--- src/fosc_pkg.sv ---
// Shared constants, register map and types for the float operand and sign control block
package fosc_pkg;

  // ***********************************
  // Register map (byte addresses)
  // ***********************************
  localparam int unsigned FOSC_ADDR_W = 8;
  localparam logic [7:0] FOSC_INSTR_OFS = 8'h00;
  localparam logic [7:0] FOSC_INDEX_OFS = 8'h04;
  localparam logic [7:0] FOSC_BASE_OFS = 8'h08;
  localparam logic [7:0] FOSC_MEMHI_OFS = 8'h0C;
  localparam logic [7:0] FOSC_MEMLO_OFS = 8'h10;
  localparam logic [7:0] FOSC_CTRL_OFS = 8'h14;
  localparam logic [7:0] FOSC_STATUS_OFS = 8'h18;
  localparam logic [7:0] FOSC_EADDR_OFS = 8'h1C;
  localparam logic [7:0] FOSC_LS_OFS = 8'h20;
  localparam logic [7:0] FOSC_LS_LAST_OFS = 8'h3C;

  // ***********************************
  // Control and status fields
  // ***********************************
  localparam int unsigned FOSC_CTRL_GO = 0;
  localparam int unsigned FOSC_CTRL_SIGMASK = 1;
  localparam int unsigned FOSC_ST_BUSY = 0;
  localparam int unsigned FOSC_ST_DONE = 1;
  localparam int unsigned FOSC_ST_CC = 2;
  localparam int unsigned FOSC_ST_SPEC = 4;
  localparam int unsigned FOSC_ST_OVF = 5;
  localparam int unsigned FOSC_ST_UNF = 6;
  localparam int unsigned FOSC_ST_SIGNIF = 7;
  localparam int unsigned FOSC_ST_SIGN1 = 8;
  localparam int unsigned FOSC_ST_SIGN2 = 9;
  localparam int unsigned FOSC_ST_CARRY = 10;
  localparam int unsigned FOSC_ST_PARTIAL = 11;

  // ***********************************
  // Datapath constants, condition codes and opcode decode values
  // ***********************************
  localparam logic [2:0] FOSC_STC_FP = 3'h4;
  localparam logic [2:0] FOSC_ABC_FP = 3'h0;
  localparam logic FOSC_LAL_FP = 1'h1;
  localparam logic [7:0] FOSC_BIAS = 8'h40;
  localparam logic [6:0] FOSC_CHAR_MAX = 7'h7F;
  localparam logic [1:0] FOSC_CC_ZERO = 2'h0;
  localparam logic [1:0] FOSC_CC_NEG = 2'h1;
  localparam logic [1:0] FOSC_CC_POS = 2'h2;
  localparam logic [7:0] FOSC_OP_SUBN_SHORT_MEM = 8'h78;
  localparam logic [3:0] FOSC_NIB_LPOS = 4'h0;
  localparam logic [3:0] FOSC_NIB_LNEG = 4'h1;
  localparam logic [3:0] FOSC_NIB_LTST = 4'h2;
  localparam logic [3:0] FOSC_NIB_LCMP = 4'h3;
  localparam logic [3:0] FOSC_NIB_LOAD = 4'h8;
  localparam logic [3:0] FOSC_NIB_SUBN = 4'hB;
  localparam logic [3:0] FOSC_NIB_MUL = 4'hC;
  localparam logic [3:0] FOSC_NIB_DIV = 4'hD;
  localparam logic [3:0] FOSC_NIB_SUBU = 4'hF;

  // ***********************************
  // Types
  // ***********************************
  typedef enum logic [2:0] {
    FOSC_C_NONE, FOSC_C_SUBN, FOSC_C_SUBU, FOSC_C_LPOS, FOSC_C_LNEG, FOSC_C_LTST,
    FOSC_C_LCMP, FOSC_C_MULDIV
  } fosc_cls_t;

  typedef enum logic [2:0] {
    FOSC_SA_PASS, FOSC_SA_ADD, FOSC_SA_INC, FOSC_SA_DEC, FOSC_SA_SUB64
  } fosc_sa_op_t;

  typedef enum logic [3:0] {
    FOSC_IDLE, FOSC_DECODE, FOSC_FETCH_AH, FOSC_FETCH_AL, FOSC_FETCH_BH, FOSC_FETCH_BL,
    FOSC_SIGNS, FOSC_BIAS_ST, FOSC_ALIGN, FOSC_ADD, FOSC_NORM, FOSC_STORE_H, FOSC_STORE_L
  } fosc_phase_t;

endpackage

--- src/fosc_serial_adder.sv ---
// Serial byte adder for characteristics
module fosc_serial_adder (
  input wire fosc_pkg::fosc_sa_op_t op,
  input wire logic [7:0] a,
  input wire logic [7:0] b,
  output logic [7:0] sum,
  output logic carry
);
  import fosc_pkg::*;

  logic [8:0] t;

  always_comb begin
    t = {1'b0, a};
    unique case (op)
      FOSC_SA_PASS: t = {1'b0, a};
      FOSC_SA_ADD: t = {1'b0, a} + {1'b0, b};
      FOSC_SA_INC: t = {1'b0, a} + 9'h001;
      FOSC_SA_DEC: t = {1'b0, a} - 9'h001;
      FOSC_SA_SUB64: t = {1'b0, a} - {1'b0, FOSC_BIAS};
    endcase
    sum = t[7:0];
    carry = t[8];
  end

endmodule // fosc_serial_adder

--- src/fosc_top.sv ---
// Float operand addressing, specification check and sign control with APB registers
//
// Overview of operation
// [RULE1] Short normalized register subtract writes normalized difference, keeps both low halves.
// [RULE2] Unnormalized subtracts skip normalization and never flag exponent underflow.
// [RULE3] Short storage operand: address bit 21 picks right word if 1.
// [RULE4] Subtract sets condition code: 0 zero fraction, 1 negative, 2 positive.
// [RULE5] Long subtracts read each low fraction word from the odd word.
// [RULE6] Odd or above-seven register fields raise a specification error.
// [RULE7] Storage address must be word aligned short, doubleword aligned long.
// [RULE8] Effective address is displacement plus index and base; zero field adds nothing.
// [RULE9] Storage format: opcode, register, index, base, 12-bit displacement.
// [RULE10] Result overwrites the first operand only; nothing else is modified.
// [RULE11] Float registers 0,2,4,6 map to local store words 16..23 pairs.
// [RULE12] Local store address top bit forced to 1 for float operands.
// [RULE13] Low word access forces the lowest address bit to 1.
// [RULE14] Parallel adder adds fractions and shifts them by four bits.
// [RULE15] Characteristics go through serial adder; pointers 4 and 0; add1, sub1, sub64.
// [RULE16] Capture signs: second operand sign true or inverted, first operand sign alongside.
// [RULE17] Multiply or divide sets carry latch when characteristic sum carries.
// [RULE18] Minus result forces stored sign bit to 1, blocking normal sign.
// [RULE19] Result sign decoded from operation class and the sign latches.
// [RULE20] Both register fields may name the same float register.
//
// The placing of the registers and register access over APB were left to the implementer.
module fosc_top #(
  parameter int unsigned LS_WORDS = 8
) (
  input wire logic pclk,
  input wire logic presetn,
  input wire logic psel,
  input wire logic penable,
  input wire logic pwrite,
  input wire logic [fosc_pkg::FOSC_ADDR_W-1:0] paddr,
  input wire logic [31:0] pwdata,
  output logic [31:0] prdata,
  output logic pready,
  output logic pslverr
);
  import fosc_pkg::*;

  typedef struct packed {
    fosc_phase_t ph;
    logic [LS_WORDS-1:0][31:0] ls;
    logic [31:0] prdata;
    logic pslverr;
    logic [31:0] instr;
    logic [31:0] idx;
    logic [31:0] base;
    logic [31:0] mem_hi;
    logic [31:0] mem_lo;
    logic sigmask;
    logic busy;
    logic done;
    logic [1:0] cond_code;
    logic spec;
    logic ovf;
    logic unf;
    logic signif;
    logic partial;
    logic sign1;
    logic sign2;
    logic carry;
    logic [23:0] ea;
    logic [4:0] local_store_addr_reg;
    logic [2:0] st_byte_pointer;
    logic [2:0] ab_byte_pointer;
    logic [63:0] st_w;
    logic [63:0] ab_w;
    logic [55:0] fa;
    logic [55:0] fb;
    logic [6:0] ca;
    logic [6:0] cb;
    logic rsign;
  } fosc_state_t;

  fosc_state_t r;
  fosc_state_t n;

  // ***********************************
  // Decode helpers
  // ***********************************
  function automatic fosc_cls_t op_class(input logic [7:0] op);
    logic rx;
    rx = op[6];
    if (op == FOSC_OP_SUBN_SHORT_MEM) begin
      return FOSC_C_SUBN;
    end
    unique case (op[3:0])
      FOSC_NIB_SUBN: return FOSC_C_SUBN;
      FOSC_NIB_SUBU: return FOSC_C_SUBU;
      FOSC_NIB_MUL, FOSC_NIB_DIV: return FOSC_C_MULDIV;
      FOSC_NIB_LPOS: return rx ? FOSC_C_NONE : FOSC_C_LPOS;
      FOSC_NIB_LNEG: return rx ? FOSC_C_NONE : FOSC_C_LNEG;
      FOSC_NIB_LTST, FOSC_NIB_LOAD: return rx ? FOSC_C_NONE : FOSC_C_LTST;
      FOSC_NIB_LCMP: return rx ? FOSC_C_NONE : FOSC_C_LCMP;
      default: return FOSC_C_NONE;
    endcase
  endfunction

  function automatic logic is_sub(input fosc_cls_t c);
    return (c == FOSC_C_SUBN) || (c == FOSC_C_SUBU);
  endfunction

  // Result sign from class and latches
  function automatic logic result_minus(input fosc_cls_t c, input logic s1, input logic s2,
                                        input logic larger_neg);
    unique case (c)
      FOSC_C_MULDIV: return s1 != s2;
      FOSC_C_LCMP: return !s1;
      FOSC_C_LTST: return s1;
      FOSC_C_SUBN, FOSC_C_SUBU: return larger_neg;
      FOSC_C_LNEG: return 1'b1;
      default: return 1'b0;
    endcase
  endfunction

  function automatic logic [7:0] byte_of(input logic [63:0] w, input logic [2:0] p);
    return w[63 - 8 * p -: 8];
  endfunction

  // Four-bit fraction shift of the parallel adder
  function automatic logic [55:0] frac_shift(input logic [55:0] f, input logic left);
    return left ? {f[51:0], 4'h0} : {4'h0, f[55:4]};
  endfunction

  function automatic logic addr_ok(input logic [FOSC_ADDR_W-1:0] a);
    return (a[1:0] == 2'h0) && (a <= FOSC_LS_LAST_OFS);
  endfunction

  // ***********************************
  // Instruction fields and serial adder
  // ***********************************
  logic [7:0] opcode;
  logic [3:0] r1;
  logic [3:0] r2;
  logic [11:0] disp;
  logic rx_fmt;
  logic short_op;
  fosc_cls_t cls;
  fosc_sa_op_t sa_op;
  logic [7:0] sa_a;
  logic [7:0] sa_b;
  logic [7:0] sa_sum;
  logic [56:0] psum;
  logic frac_zero;
  logic [23:0] ea_calc;

  assign opcode = r.instr[31:24];
  assign r1 = r.instr[23:20];
  assign r2 = r.instr[19:16]; // [RULE9]
  assign disp = r.instr[11:0];
  assign rx_fmt = opcode[6];
  assign short_op = opcode[4];
  assign cls = op_class(opcode);
  assign frac_zero = (r.fa == 56'h0);
  assign ea_calc = 24'((r.instr[19:16] != 4'h0 ? r.idx : 32'h0) // [RULE8]
                   + (r.instr[15:12] != 4'h0 ? r.base : 32'h0) + {20'h0, disp});

  fosc_serial_adder u_serial_adder (
    .op(sa_op),
    .a(sa_a),
    .b(sa_b),
    .sum(sa_sum),
    .carry()
  );

  assign prdata = r.prdata;
  assign pslverr = r.pslverr;
  assign pready = 1'b1;

  // ***********************************
  // Next state
  // ***********************************
  always_comb begin
    n = r;
    sa_op = FOSC_SA_PASS;
    sa_a = 8'h00;
    sa_b = 8'h00;
    psum = 57'h0;
    // APB read data and error captured in the setup cycle
    if (psel && !penable) begin
      n.pslverr = !addr_ok(paddr);
      n.prdata = 32'h0;
      if (addr_ok(paddr) && paddr >= FOSC_LS_OFS) begin
        n.prdata = r.ls[paddr[4:2]];
      end else begin
        unique case (paddr)
          FOSC_INSTR_OFS: n.prdata = r.instr;
          FOSC_INDEX_OFS: n.prdata = r.idx;
          FOSC_BASE_OFS: n.prdata = r.base;
          FOSC_MEMHI_OFS: n.prdata = r.mem_hi;
          FOSC_MEMLO_OFS: n.prdata = r.mem_lo;
          FOSC_CTRL_OFS: n.prdata = {30'h0, r.sigmask, 1'b0};
          FOSC_STATUS_OFS: n.prdata = {20'h0, r.partial, r.carry, r.sign2, r.sign1, r.signif,
                                       r.unf, r.ovf, r.spec, r.cond_code, r.done, r.busy};
          FOSC_EADDR_OFS: n.prdata = {8'h0, r.ea};
          default: n.prdata = 32'h0;
        endcase
      end
    end
    // Writes take effect in the access cycle; operand words locked while busy
    if (psel && penable && pwrite && addr_ok(paddr) && !r.busy) begin
      if (paddr >= FOSC_LS_OFS) begin
        n.ls[paddr[4:2]] = pwdata;
      end else begin
        unique case (paddr)
          FOSC_INSTR_OFS: n.instr = pwdata;
          FOSC_INDEX_OFS: n.idx = pwdata;
          FOSC_BASE_OFS: n.base = pwdata;
          FOSC_MEMHI_OFS: n.mem_hi = pwdata;
          FOSC_MEMLO_OFS: n.mem_lo = pwdata;
          FOSC_CTRL_OFS: begin
            n.sigmask = pwdata[FOSC_CTRL_SIGMASK];
            if (pwdata[FOSC_CTRL_GO]) begin
              n.busy = 1'b1;
              n.done = 1'b0;
              n.spec = 1'b0;
              n.ovf = 1'b0;
              n.unf = 1'b0;
              n.signif = 1'b0;
              n.partial = 1'b0;
              n.carry = 1'b0;
              n.ph = FOSC_DECODE;
            end
          end
          default: n.ph = r.ph;
        endcase
      end
    end
    unique case (r.ph)
      FOSC_IDLE: n.local_store_addr_reg = r.local_store_addr_reg;
      FOSC_DECODE: begin
        n.ea = ea_calc;
        n.st_byte_pointer = FOSC_STC_FP; // [RULE15]
        n.ab_byte_pointer = FOSC_ABC_FP;
        n.local_store_addr_reg = {FOSC_LAL_FP, r1}; // [RULE12] [RULE11]
        n.ph = FOSC_FETCH_AH;
        if (r1[3] || r1[0] || (!rx_fmt && (r2[3] || r2[0])) // [RULE6]
            || (rx_fmt && (short_op ? ea_calc[1:0] != 2'h0 : ea_calc[2:0] != 3'h0))) begin
          n.spec = 1'b1; // [RULE7]
          n.busy = 1'b0;
          n.done = 1'b1;
          n.ph = FOSC_IDLE;
        end else if (cls == FOSC_C_NONE) begin
          n.partial = 1'b1;
          n.busy = 1'b0;
          n.done = 1'b1;
          n.ph = FOSC_IDLE;
        end
      end
      FOSC_FETCH_AH: begin
        n.ab_w = {r.ls[r.local_store_addr_reg[2:0]], 32'h0};
        if (!short_op) begin
          n.local_store_addr_reg = {FOSC_LAL_FP, r1[3:1], 1'b1}; // [RULE13]
          n.ph = FOSC_FETCH_AL;
        end else begin
          n.local_store_addr_reg = {FOSC_LAL_FP, r2};
          n.ph = FOSC_FETCH_BH;
        end
      end
      FOSC_FETCH_AL: begin
        n.ab_w[31:0] = r.ls[r.local_store_addr_reg[2:0]]; // [RULE5]
        n.local_store_addr_reg = {FOSC_LAL_FP, r2};
        n.ph = FOSC_FETCH_BH;
      end
      FOSC_FETCH_BH: begin
        n.ph = FOSC_SIGNS;
        if (rx_fmt) begin
          if (short_op) begin
            n.st_w = {32'h0, r.ea[2] ? r.mem_lo : r.mem_hi}; // [RULE3]
          end else begin
            n.st_w = {r.mem_lo, r.mem_hi};
          end
        end else begin
          n.st_w = {32'h0, r.ls[r.local_store_addr_reg[2:0]]}; // [RULE20]
          if (!short_op) begin
            n.local_store_addr_reg = {FOSC_LAL_FP, r2[3:1], 1'b1}; // [RULE13]
            n.ph = FOSC_FETCH_BL;
          end
        end
      end
      FOSC_FETCH_BL: begin
        n.st_w[63:32] = r.ls[r.local_store_addr_reg[2:0]]; // [RULE5]
        n.ph = FOSC_SIGNS;
      end
      FOSC_SIGNS: begin
        n.sign1 = byte_of(r.st_w, r.st_byte_pointer)[7] ^ is_sub(cls); // [RULE16]
        n.sign2 = byte_of(r.ab_w, r.ab_byte_pointer)[7];
        n.cb = byte_of(r.st_w, r.st_byte_pointer)[6:0];
        n.ca = byte_of(r.ab_w, r.ab_byte_pointer)[6:0];
        n.fb = {r.st_w[23:0], r.st_w[63:32]};
        n.fa = {r.ab_w[55:32], r.ab_w[31:0]};
        n.local_store_addr_reg = {FOSC_LAL_FP, r1};
        if (cls == FOSC_C_MULDIV) begin
          sa_op = FOSC_SA_ADD;
          sa_a = {1'b0, byte_of(r.ab_w, r.ab_byte_pointer)[6:0]};
          sa_b = {1'b0, byte_of(r.st_w, r.st_byte_pointer)[6:0]};
          n.ca = sa_sum[6:0];
          n.carry = sa_sum[7]; // [RULE17]
          n.ph = FOSC_BIAS_ST;
        end else if (is_sub(cls)) begin
          n.ph = FOSC_ALIGN;
        end else begin
          n.fa = {r.st_w[23:0], r.st_w[63:32]};
          n.ca = byte_of(r.st_w, r.st_byte_pointer)[6:0];
          n.rsign = result_minus(cls, n.sign1, n.sign2, 1'b0); // [RULE19]
          n.ph = FOSC_STORE_H;
        end
      end
      FOSC_BIAS_ST: begin
        sa_op = FOSC_SA_SUB64; // [RULE15]
        sa_a = {r.carry, r.ca};
        n.ca = sa_sum[6:0];
        n.partial = 1'b1;
        n.busy = 1'b0;
        n.done = 1'b1;
        n.ph = FOSC_IDLE;
      end
      FOSC_ALIGN: begin
        sa_op = FOSC_SA_INC; // [RULE15]
        if (r.ca == r.cb) begin
          n.ph = FOSC_ADD;
        end else if (r.ca < r.cb) begin
          sa_a = {1'b0, r.ca};
          n.ca = sa_sum[6:0];
          n.fa = frac_shift(r.fa, 1'b0); // [RULE14]
        end else begin
          sa_a = {1'b0, r.cb};
          n.cb = sa_sum[6:0];
          n.fb = frac_shift(r.fb, 1'b0); // [RULE14]
        end
      end
      FOSC_ADD: begin
        if (r.sign2 == r.sign1) begin
          psum = {1'b0, r.fa} + {1'b0, r.fb}; // [RULE14]
          n.rsign = result_minus(cls, r.sign1, r.sign2, r.sign2);
        end else if (r.fa >= r.fb) begin
          psum = {1'b0, r.fa} - {1'b0, r.fb};
          n.rsign = result_minus(cls, r.sign1, r.sign2, r.sign2); // [RULE19]
        end else begin
          psum = {1'b0, r.fb} - {1'b0, r.fa};
          n.rsign = result_minus(cls, r.sign1, r.sign2, r.sign1);
        end
        n.fa = psum[55:0];
        n.ph = FOSC_STORE_H;
        if (psum[56]) begin
          sa_op = FOSC_SA_INC;
          sa_a = {1'b0, r.ca};
          n.fa = {3'h0, psum[56:4]};
          n.ca = sa_sum[6:0];
          n.ovf = (r.ca == FOSC_CHAR_MAX);
        end else if (psum[55:0] == 56'h0) begin
          n.signif = 1'b1;
        end else if (cls == FOSC_C_SUBN) begin
          n.ph = FOSC_NORM; // [RULE1] [RULE2]
        end
      end
      FOSC_NORM: begin
        if (r.fa[55:52] == 4'h0) begin
          sa_op = FOSC_SA_DEC; // [RULE15]
          sa_a = {1'b0, r.ca};
          n.ca = sa_sum[6:0];
          n.fa = frac_shift(r.fa, 1'b1); // [RULE14]
          if (r.ca == 7'h00) begin
            n.unf = 1'b1;
          end
        end else begin
          n.ph = FOSC_STORE_H;
        end
      end
      FOSC_STORE_H: begin
        if (is_sub(cls) && frac_zero && !r.sigmask) begin
          n.ls[r.local_store_addr_reg[2:0]] = 32'h0;
        end else begin
          n.ls[r.local_store_addr_reg[2:0]] = {r.rsign, r.ca, r.fa[55:32]}; // [RULE18] [RULE10]
        end
        if (frac_zero) begin
          n.cond_code = FOSC_CC_ZERO; // [RULE4]
        end else begin
          n.cond_code = r.rsign ? FOSC_CC_NEG : FOSC_CC_POS;
        end
        if (!short_op) begin
          n.local_store_addr_reg = {FOSC_LAL_FP, r1[3:1], 1'b1}; // [RULE13]
          n.ph = FOSC_STORE_L;
        end else begin
          n.busy = 1'b0;
          n.done = 1'b1;
          n.ph = FOSC_IDLE;
        end
      end
      FOSC_STORE_L: begin
        n.ls[r.local_store_addr_reg[2:0]] = (is_sub(cls) && frac_zero && !r.sigmask) ?
                                            32'h0 : r.fa[31:0];
        n.busy = 1'b0;
        n.done = 1'b1;
        n.ph = FOSC_IDLE;
      end
    endcase
  end

  always_ff @(posedge pclk or negedge presetn) begin
    if (!presetn) begin
      r <= '0;
    end else begin
      r <= n;
    end
  end

  // ***********************************
  // Checks
  // ***********************************
  a_lal_top_forced: assert property (@(posedge pclk) disable iff (!presetn) // [RULE12]
    (r.ph inside {FOSC_FETCH_AH, FOSC_FETCH_AL, FOSC_FETCH_BH, FOSC_STORE_H})
    |-> r.local_store_addr_reg[4]) else $error("float access without top address bit");
  a_low_word_odd: assert property (@(posedge pclk) disable iff (!presetn) // [RULE13]
    (r.ph == FOSC_FETCH_AL || r.ph == FOSC_STORE_L) |-> r.local_store_addr_reg[0])
    else $error("low word access on even address");
  a_spec_odd_reg: assert property (@(posedge pclk) disable iff (!presetn) // [RULE6]
    (r.ph == FOSC_DECODE && (r1[0] || r1[3])) |=> (r.spec && r.done && !r.busy))
    else $error("odd register not refused");
  a_unnorm_no_unf: assert property (@(posedge pclk) disable iff (!presetn) // [RULE2]
    (cls == FOSC_C_SUBU && r.busy) |=> !$rose(r.unf)) else $error("underflow on unnormalized");
  a_cc_from_result: assert property (@(posedge pclk) disable iff (!presetn) // [RULE4]
    (r.ph == FOSC_STORE_H && is_sub(cls) && !frac_zero)
    |=> r.cond_code == ($past(r.rsign) ? FOSC_CC_NEG : FOSC_CC_POS))
    else $error("condition code does not match result");
  a_short_keeps_low: assert property (@(posedge pclk) disable iff (!presetn) // [RULE1]
    (r.ph == FOSC_STORE_H && short_op) |=> $stable(r.ls[{r1[2:1], 1'b1}]))
    else $error("short store touched low half");
  a_byte_pointers: assert property (@(posedge pclk) disable iff (!presetn) // [RULE15]
    (r.ph == FOSC_SIGNS) |-> (r.st_byte_pointer == FOSC_STC_FP && r.ab_byte_pointer == 3'h0))
    else $error("byte pointers not at float setting");
  a_force_minus: assert property (@(posedge pclk) disable iff (!presetn) // [RULE18]
    (r.ph == FOSC_STORE_H && r.rsign && !frac_zero) |=> r.ls[$past(r.local_store_addr_reg[2:0])][31])
    else $error("minus sign not forced");
  a_align_word: assert property (@(posedge pclk) disable iff (!presetn) // [RULE7]
    (r.ph == FOSC_DECODE && rx_fmt && short_op && ea_calc[1:0] != 2'h0) |=> r.spec)
    else $error("misaligned short operand accepted");
  a_carry_latch: assert property (@(posedge pclk) disable iff (!presetn) // [RULE17]
    (r.ph == FOSC_SIGNS && cls == FOSC_C_MULDIV) |=> r.carry == $past(sa_sum[7]))
    else $error("carry latch mismatch");

endmodule // fosc_top

--- config.mk ---
export PLATFORM = sky130hd
export DESIGN_NAME = fosc_top
export DESIGN_NICKNAME = d
export VERILOG_FILES = /design/src/fosc_pkg.sv /design/src/fosc_serial_adder.sv /design/src/fosc_top.sv
export SDC_FILE = /design/constraint.sdc
export NUM_CORES = 2
export LEC_CHECK = 0
export CAP_MARGIN = 20
export CORE_MARGIN = 4
export CORE_UTILIZATION = 40
export DETAILED_ROUTE_END_ITERATION = 7
export DONT_BUFFER_PORTS = 1
export GPL_TIMING_DRIVEN = 0
export SETUP_SLACK_MARGIN = 0.4
export SYNTH_ARGS = -nofsm -noshare
export SYNTH_HDL_FRONTEND = slang
export SYNTH_HIERARCHICAL = 1
export SYNTH_SLANG_ARGS = --single-unit
--- constraint.sdc ---
create_clock -name pclk -period 18.05 [get_ports pclk]
set_input_delay 5.415 -clock pclk [delete_from_list [all_inputs] [get_ports pclk]]
set_output_delay 5.415 -clock pclk [all_outputs]
set_load 0.01 [all_outputs]
* Word-level counts from Yosys, hierarchy flattened *
Index checks and enable logic that the tools add are counted.

operators by class
  add/subtract/negate cells = 10
  order comparisons = 8
  equal/unequal tests = 52
  shift-type cells = 1
  mux-type cells = 130
  bitwise logic cells = 4
  reduce and logical (&&, ||, !) cells = 62

operators with widths
  cell                                     count
  bitwise mux 256 bit                      3
  2-to-1 mux 256 bit                       2
  case mux 256 bit (2 select lines)        1
  2-to-1 mux 56 bit                        6
  2-to-1 mux 260 bit                       1
  bitwise AND 256 bit                      1
  NOT 256 bit                              1
  case mux 32 bit (8 select lines)         1
  2-to-1 mux 32 bit                        7
  case mux 56 bit (4 select lines)         1
  binary-select mux 32 bit (select 3 bit)  2
  demux 32 bit (select 3 bit)              2
  2-to-1 mux 57 bit                        3
  2-to-1 mux 64 bit                        2
  case mux 32 bit (2 select lines)         2
  2-to-1 mux 126 bit                       1
  subtractor 56 x 56 -> 57 bit             2
  logical NOT 56 bit                       2
  case mux 56 bit (2 select lines)         1
  2-to-1 mux 7 bit                         12
  case mux 8 bit (5 select lines)          2
  variable part select 71 x 33 -> 8 bit    1
  adder 56 x 56 -> 57 bit                  1
  >= comparator 56 bit                     1
  65 further kinds                         209

word-level totals
  flip-flop bits (word level) = 749
  input port bits = 45
  output and inout port bits = 34
  logic and storage cells = 307

* Longest topological paths before layout *
  word-level depth = 12
  mapped depth = 31
  gate-level depth less buffers = 30

* By module *
Netlist, hierarchy kept.

by module, submodules not included
  module             times used  cells each  area each (µm²)  sequential area each (µm²)
  fosc_top           1           5534        51538.2          18743.0
  fosc_serial_adder  1           102         709.4            0.0

* Worst setup path after synthesis *
OpenSTA, ideal clock, no wires.

  path kind = input-to-reg
  start = in paddr[2] in the netlist's numbering
  end = reg r (netlist bit prdata[1])
  setup time = 0.125 ns
  arrival time = 8.147 ns
  required time = 17.925 ns
  setup slack = 9.778 ns
  stages = 8
  buffers on the path = 4
  cell sequence = buf_1 -> buf_1 -> buf_1 -> clkbuf_1 -> mux4_2 -> a222oi_1 -> o21ai_0 -> mux2_2

between the ends
  word-level cells in the longest chain between the ends = 4
  elaborated cells on any way between the ends = 16
  classes of those cells = 2 x order compare; 7 x eq/ne; 4 x mux; 3 x reduce/logical

ends and longest elaborated chain
  what                                     RTL line         RTL
  start: declaration                       fosc_top.sv:34   input wire logic [fosc_pkg::FOSC_ADDR_W-1:0] paddr,
  less-or-equal comparator 8 x 6 -> 1 bit  fosc_top.sv:128  return (a[1:0] == 2'h0) && (a <= FOSC_LS_LAST_OFS);
  logical AND 1 bit                        fosc_top.sv:128
  logical AND 1 bit                        fosc_top.sv:185  if (addr_ok(paddr) && paddr >= FOSC_LS_OFS) begin
  2-to-1 mux 32 bit (*)                    fosc_top.sv:185
  end signal: assignment                   fosc_top.sv:406  r <= n;
  end: declaration                         fosc_top.sv:77   fosc_state_t r;

Every way passes the cells marked *; elsewhere a longest branch is shown, timed or not. The select of a mux whose other input is x is not followed.
A chain may end at the register's enable or synchronous reset.

==> impl_results.md <==
* Pwr/cell area at 210 nW/um2
* Slew margin rel. at -1.48
* Met3 WL post-DR at 29300 um
* Setup Skew at 0.0417 ns
* P_leak at 0.0253 uW
* Final ANT Viol Nets at 0
* Post-DP Area at 54600 um2
* Layout Nets at 6014
* DR pass1 iterations at 8
* Fmax achieved at 109 MHz
* WL per Instance at 33.8 um
* CP Data Required Time at 18.56 ns
* Ports at 79
* Commonest cells after routing, fill and taps aside: dfrtp_1, mux2i_1, o21ai_0
* Post-DP HPWL at 193000 um
* Synth Instances at 5627
* Setup ws final at 8.91 ns
* Final setup viols at 0
* Worst skew pair latency at 0.67 ns
* TritonCTS clock tree: built
* Max-cap violations at 0
* Max VDD drop at 0.0996 mV
* Fill cell count at 12815
* Via count at 51196
* Initial cell density of the core at 0.403
* Synth-to-Final Area Change at 10.2%
* CTS H-tree lvls at 3
* Area of the mapped netlist at 52200 um2
* Largest net degree at the start of global routing at 750
* Drt initial violations at 7969
* Most common cell after layout, fill and taps aside: dfrtp_1
* Core area at 129000 um2
* Routed wl met2 at 107000 um
* Min-Delay Path Class: reg -> reg
* Util after Layout at 0.444
* Metal-1 WL at 95300 um
* Worst-Margin Slew at 3.72 ns
* Initial antenna violation count at 9
* Drt via density at 6.79
* Final instance area at 57500 um2
* Clock buffer depth at 3
* Die width at 369 um
* Final Hold Viols at 0
* Final GP Congestion at 1.05
* Clock Sinks at 749
* Hold WS at 0.478 ns
* DR DRC count at 6
* CTS Hold Bufs at 0
* Post-Syn Area per Cell at 9.27 um2
* Setup TNS at 0 ns
* CP Class: in -> reg
* Global Route Usage Sum at 0.361
* Post-Place Worst Slack at 7.69 ns
* Period utilization at 0.506
* Clock-pin slew on the worst setup and hold paths at 0.06 ns
* IO buf count at 0
* CTS Buf Count at 81
* Min Tclk post-route at 9.14 ns
* CP Capture Type: flop
* RSZ-0062 raised after global routing: false
* Remaining Overflow, GRT at 0
* Failing checks: design-rule violations, max-slew violations
* Resized Gates After CTS at 0
* Share of cells above drive strength 1 at 0.101
* Critical path startpoint category: input pin
* Die ar. at 136000 um2
* Max FO, Critical Path at 10
* # rows at 132
* Clock Root Buffer: clkbuf_16
* Setup bufs post-CTS at 0
* Chip height at 369 um
* Syn nets at 5907
* First-pass GRT wire length at 360000 um
* Crit path DAT at 9.64 ns
* Vias in the first global route at 48814
* Slew Viols, Final at 624
* Final wirelength at 255000 um
* Synth Warn # at 6
* Uppermost layer routed: met5
* Status: complete, but fails checks
-- power by group --
group          switching, uW  internal (uW)  leakage [uW]  total (uW)
clock                    753           1070       0.00140        1820
combinational           5040           2280        0.0146        7320
sequential               764           2180       0.00928        2950
-- sequential cells by signal, summed over array words and instances, names as in the netlist --
name	cells
r	696
pslverr	1
prdata	32
opcode	8
disp	12
-- worst paths after layout --
| kind | start | endpoint | slack (ns) | cells past startpoint |
|---|---|---|---|---|
| min in group asynchronous | presetn | r[285] | 4.46 | 0 |
| max in group asynchronous | presetn | r[78] | 10.69 | 0 |
| setup reg to reg | r[111] | r[7] | 9.81 | 28 |
| setup / recovery | paddr[2] | r[610] | 8.91 | 10 |
| hold reg to reg | prdata[28] | prdata[28] | 0.48 | 1 |
| hold / removal | prdata[28] | prdata[28] | 0.48 | 1 |
-- routing by layer --
layer,up-vias,GRT usage
li1,21182,-
met1,25116,0.457
met2,3887,0.535
met3,1005,0.0886
met4,6,0.269
met5,-,0
-- metrics by stage --
step / total power, uW / instances
detailed placement: 9810 / 7384
floorplan: 6970 / 5627
global route: 12500 / 7537
CTS: 11600 / 7528
global placement: 9780 / 7369
finish: 12100 / 7540
-- worst max-delay path, cell delays in order --
cell,delay [ns]
buf_1,0.67
buf_1,0.43
buf_8,0.23
buf_1,0.42
buf_6,0.26
clkbuf_1,0.62
nand3_1,0.54
buf_1,0.59
mux2i_1,0.31
o22ai_1,0.10
-- layout make-up --
cell class                      instances  area (um2)  share of cell area
Tap cell                             1742        2180              0.0379
Clock buffer                          112        2390              0.0415
Multi-Input combinational cell       4190       30700               0.533
Buffer                                466        1960              0.0340
Sequential cell                       749       18700               0.326
Antenna cell                            3        7.51            0.000131
Clock inverter                         32         434             0.00755
Timing Repair Buffer                   24         284             0.00494
Inverter                              222         833              0.0145
Note: power is estimated with default switching activity, not from simulation.
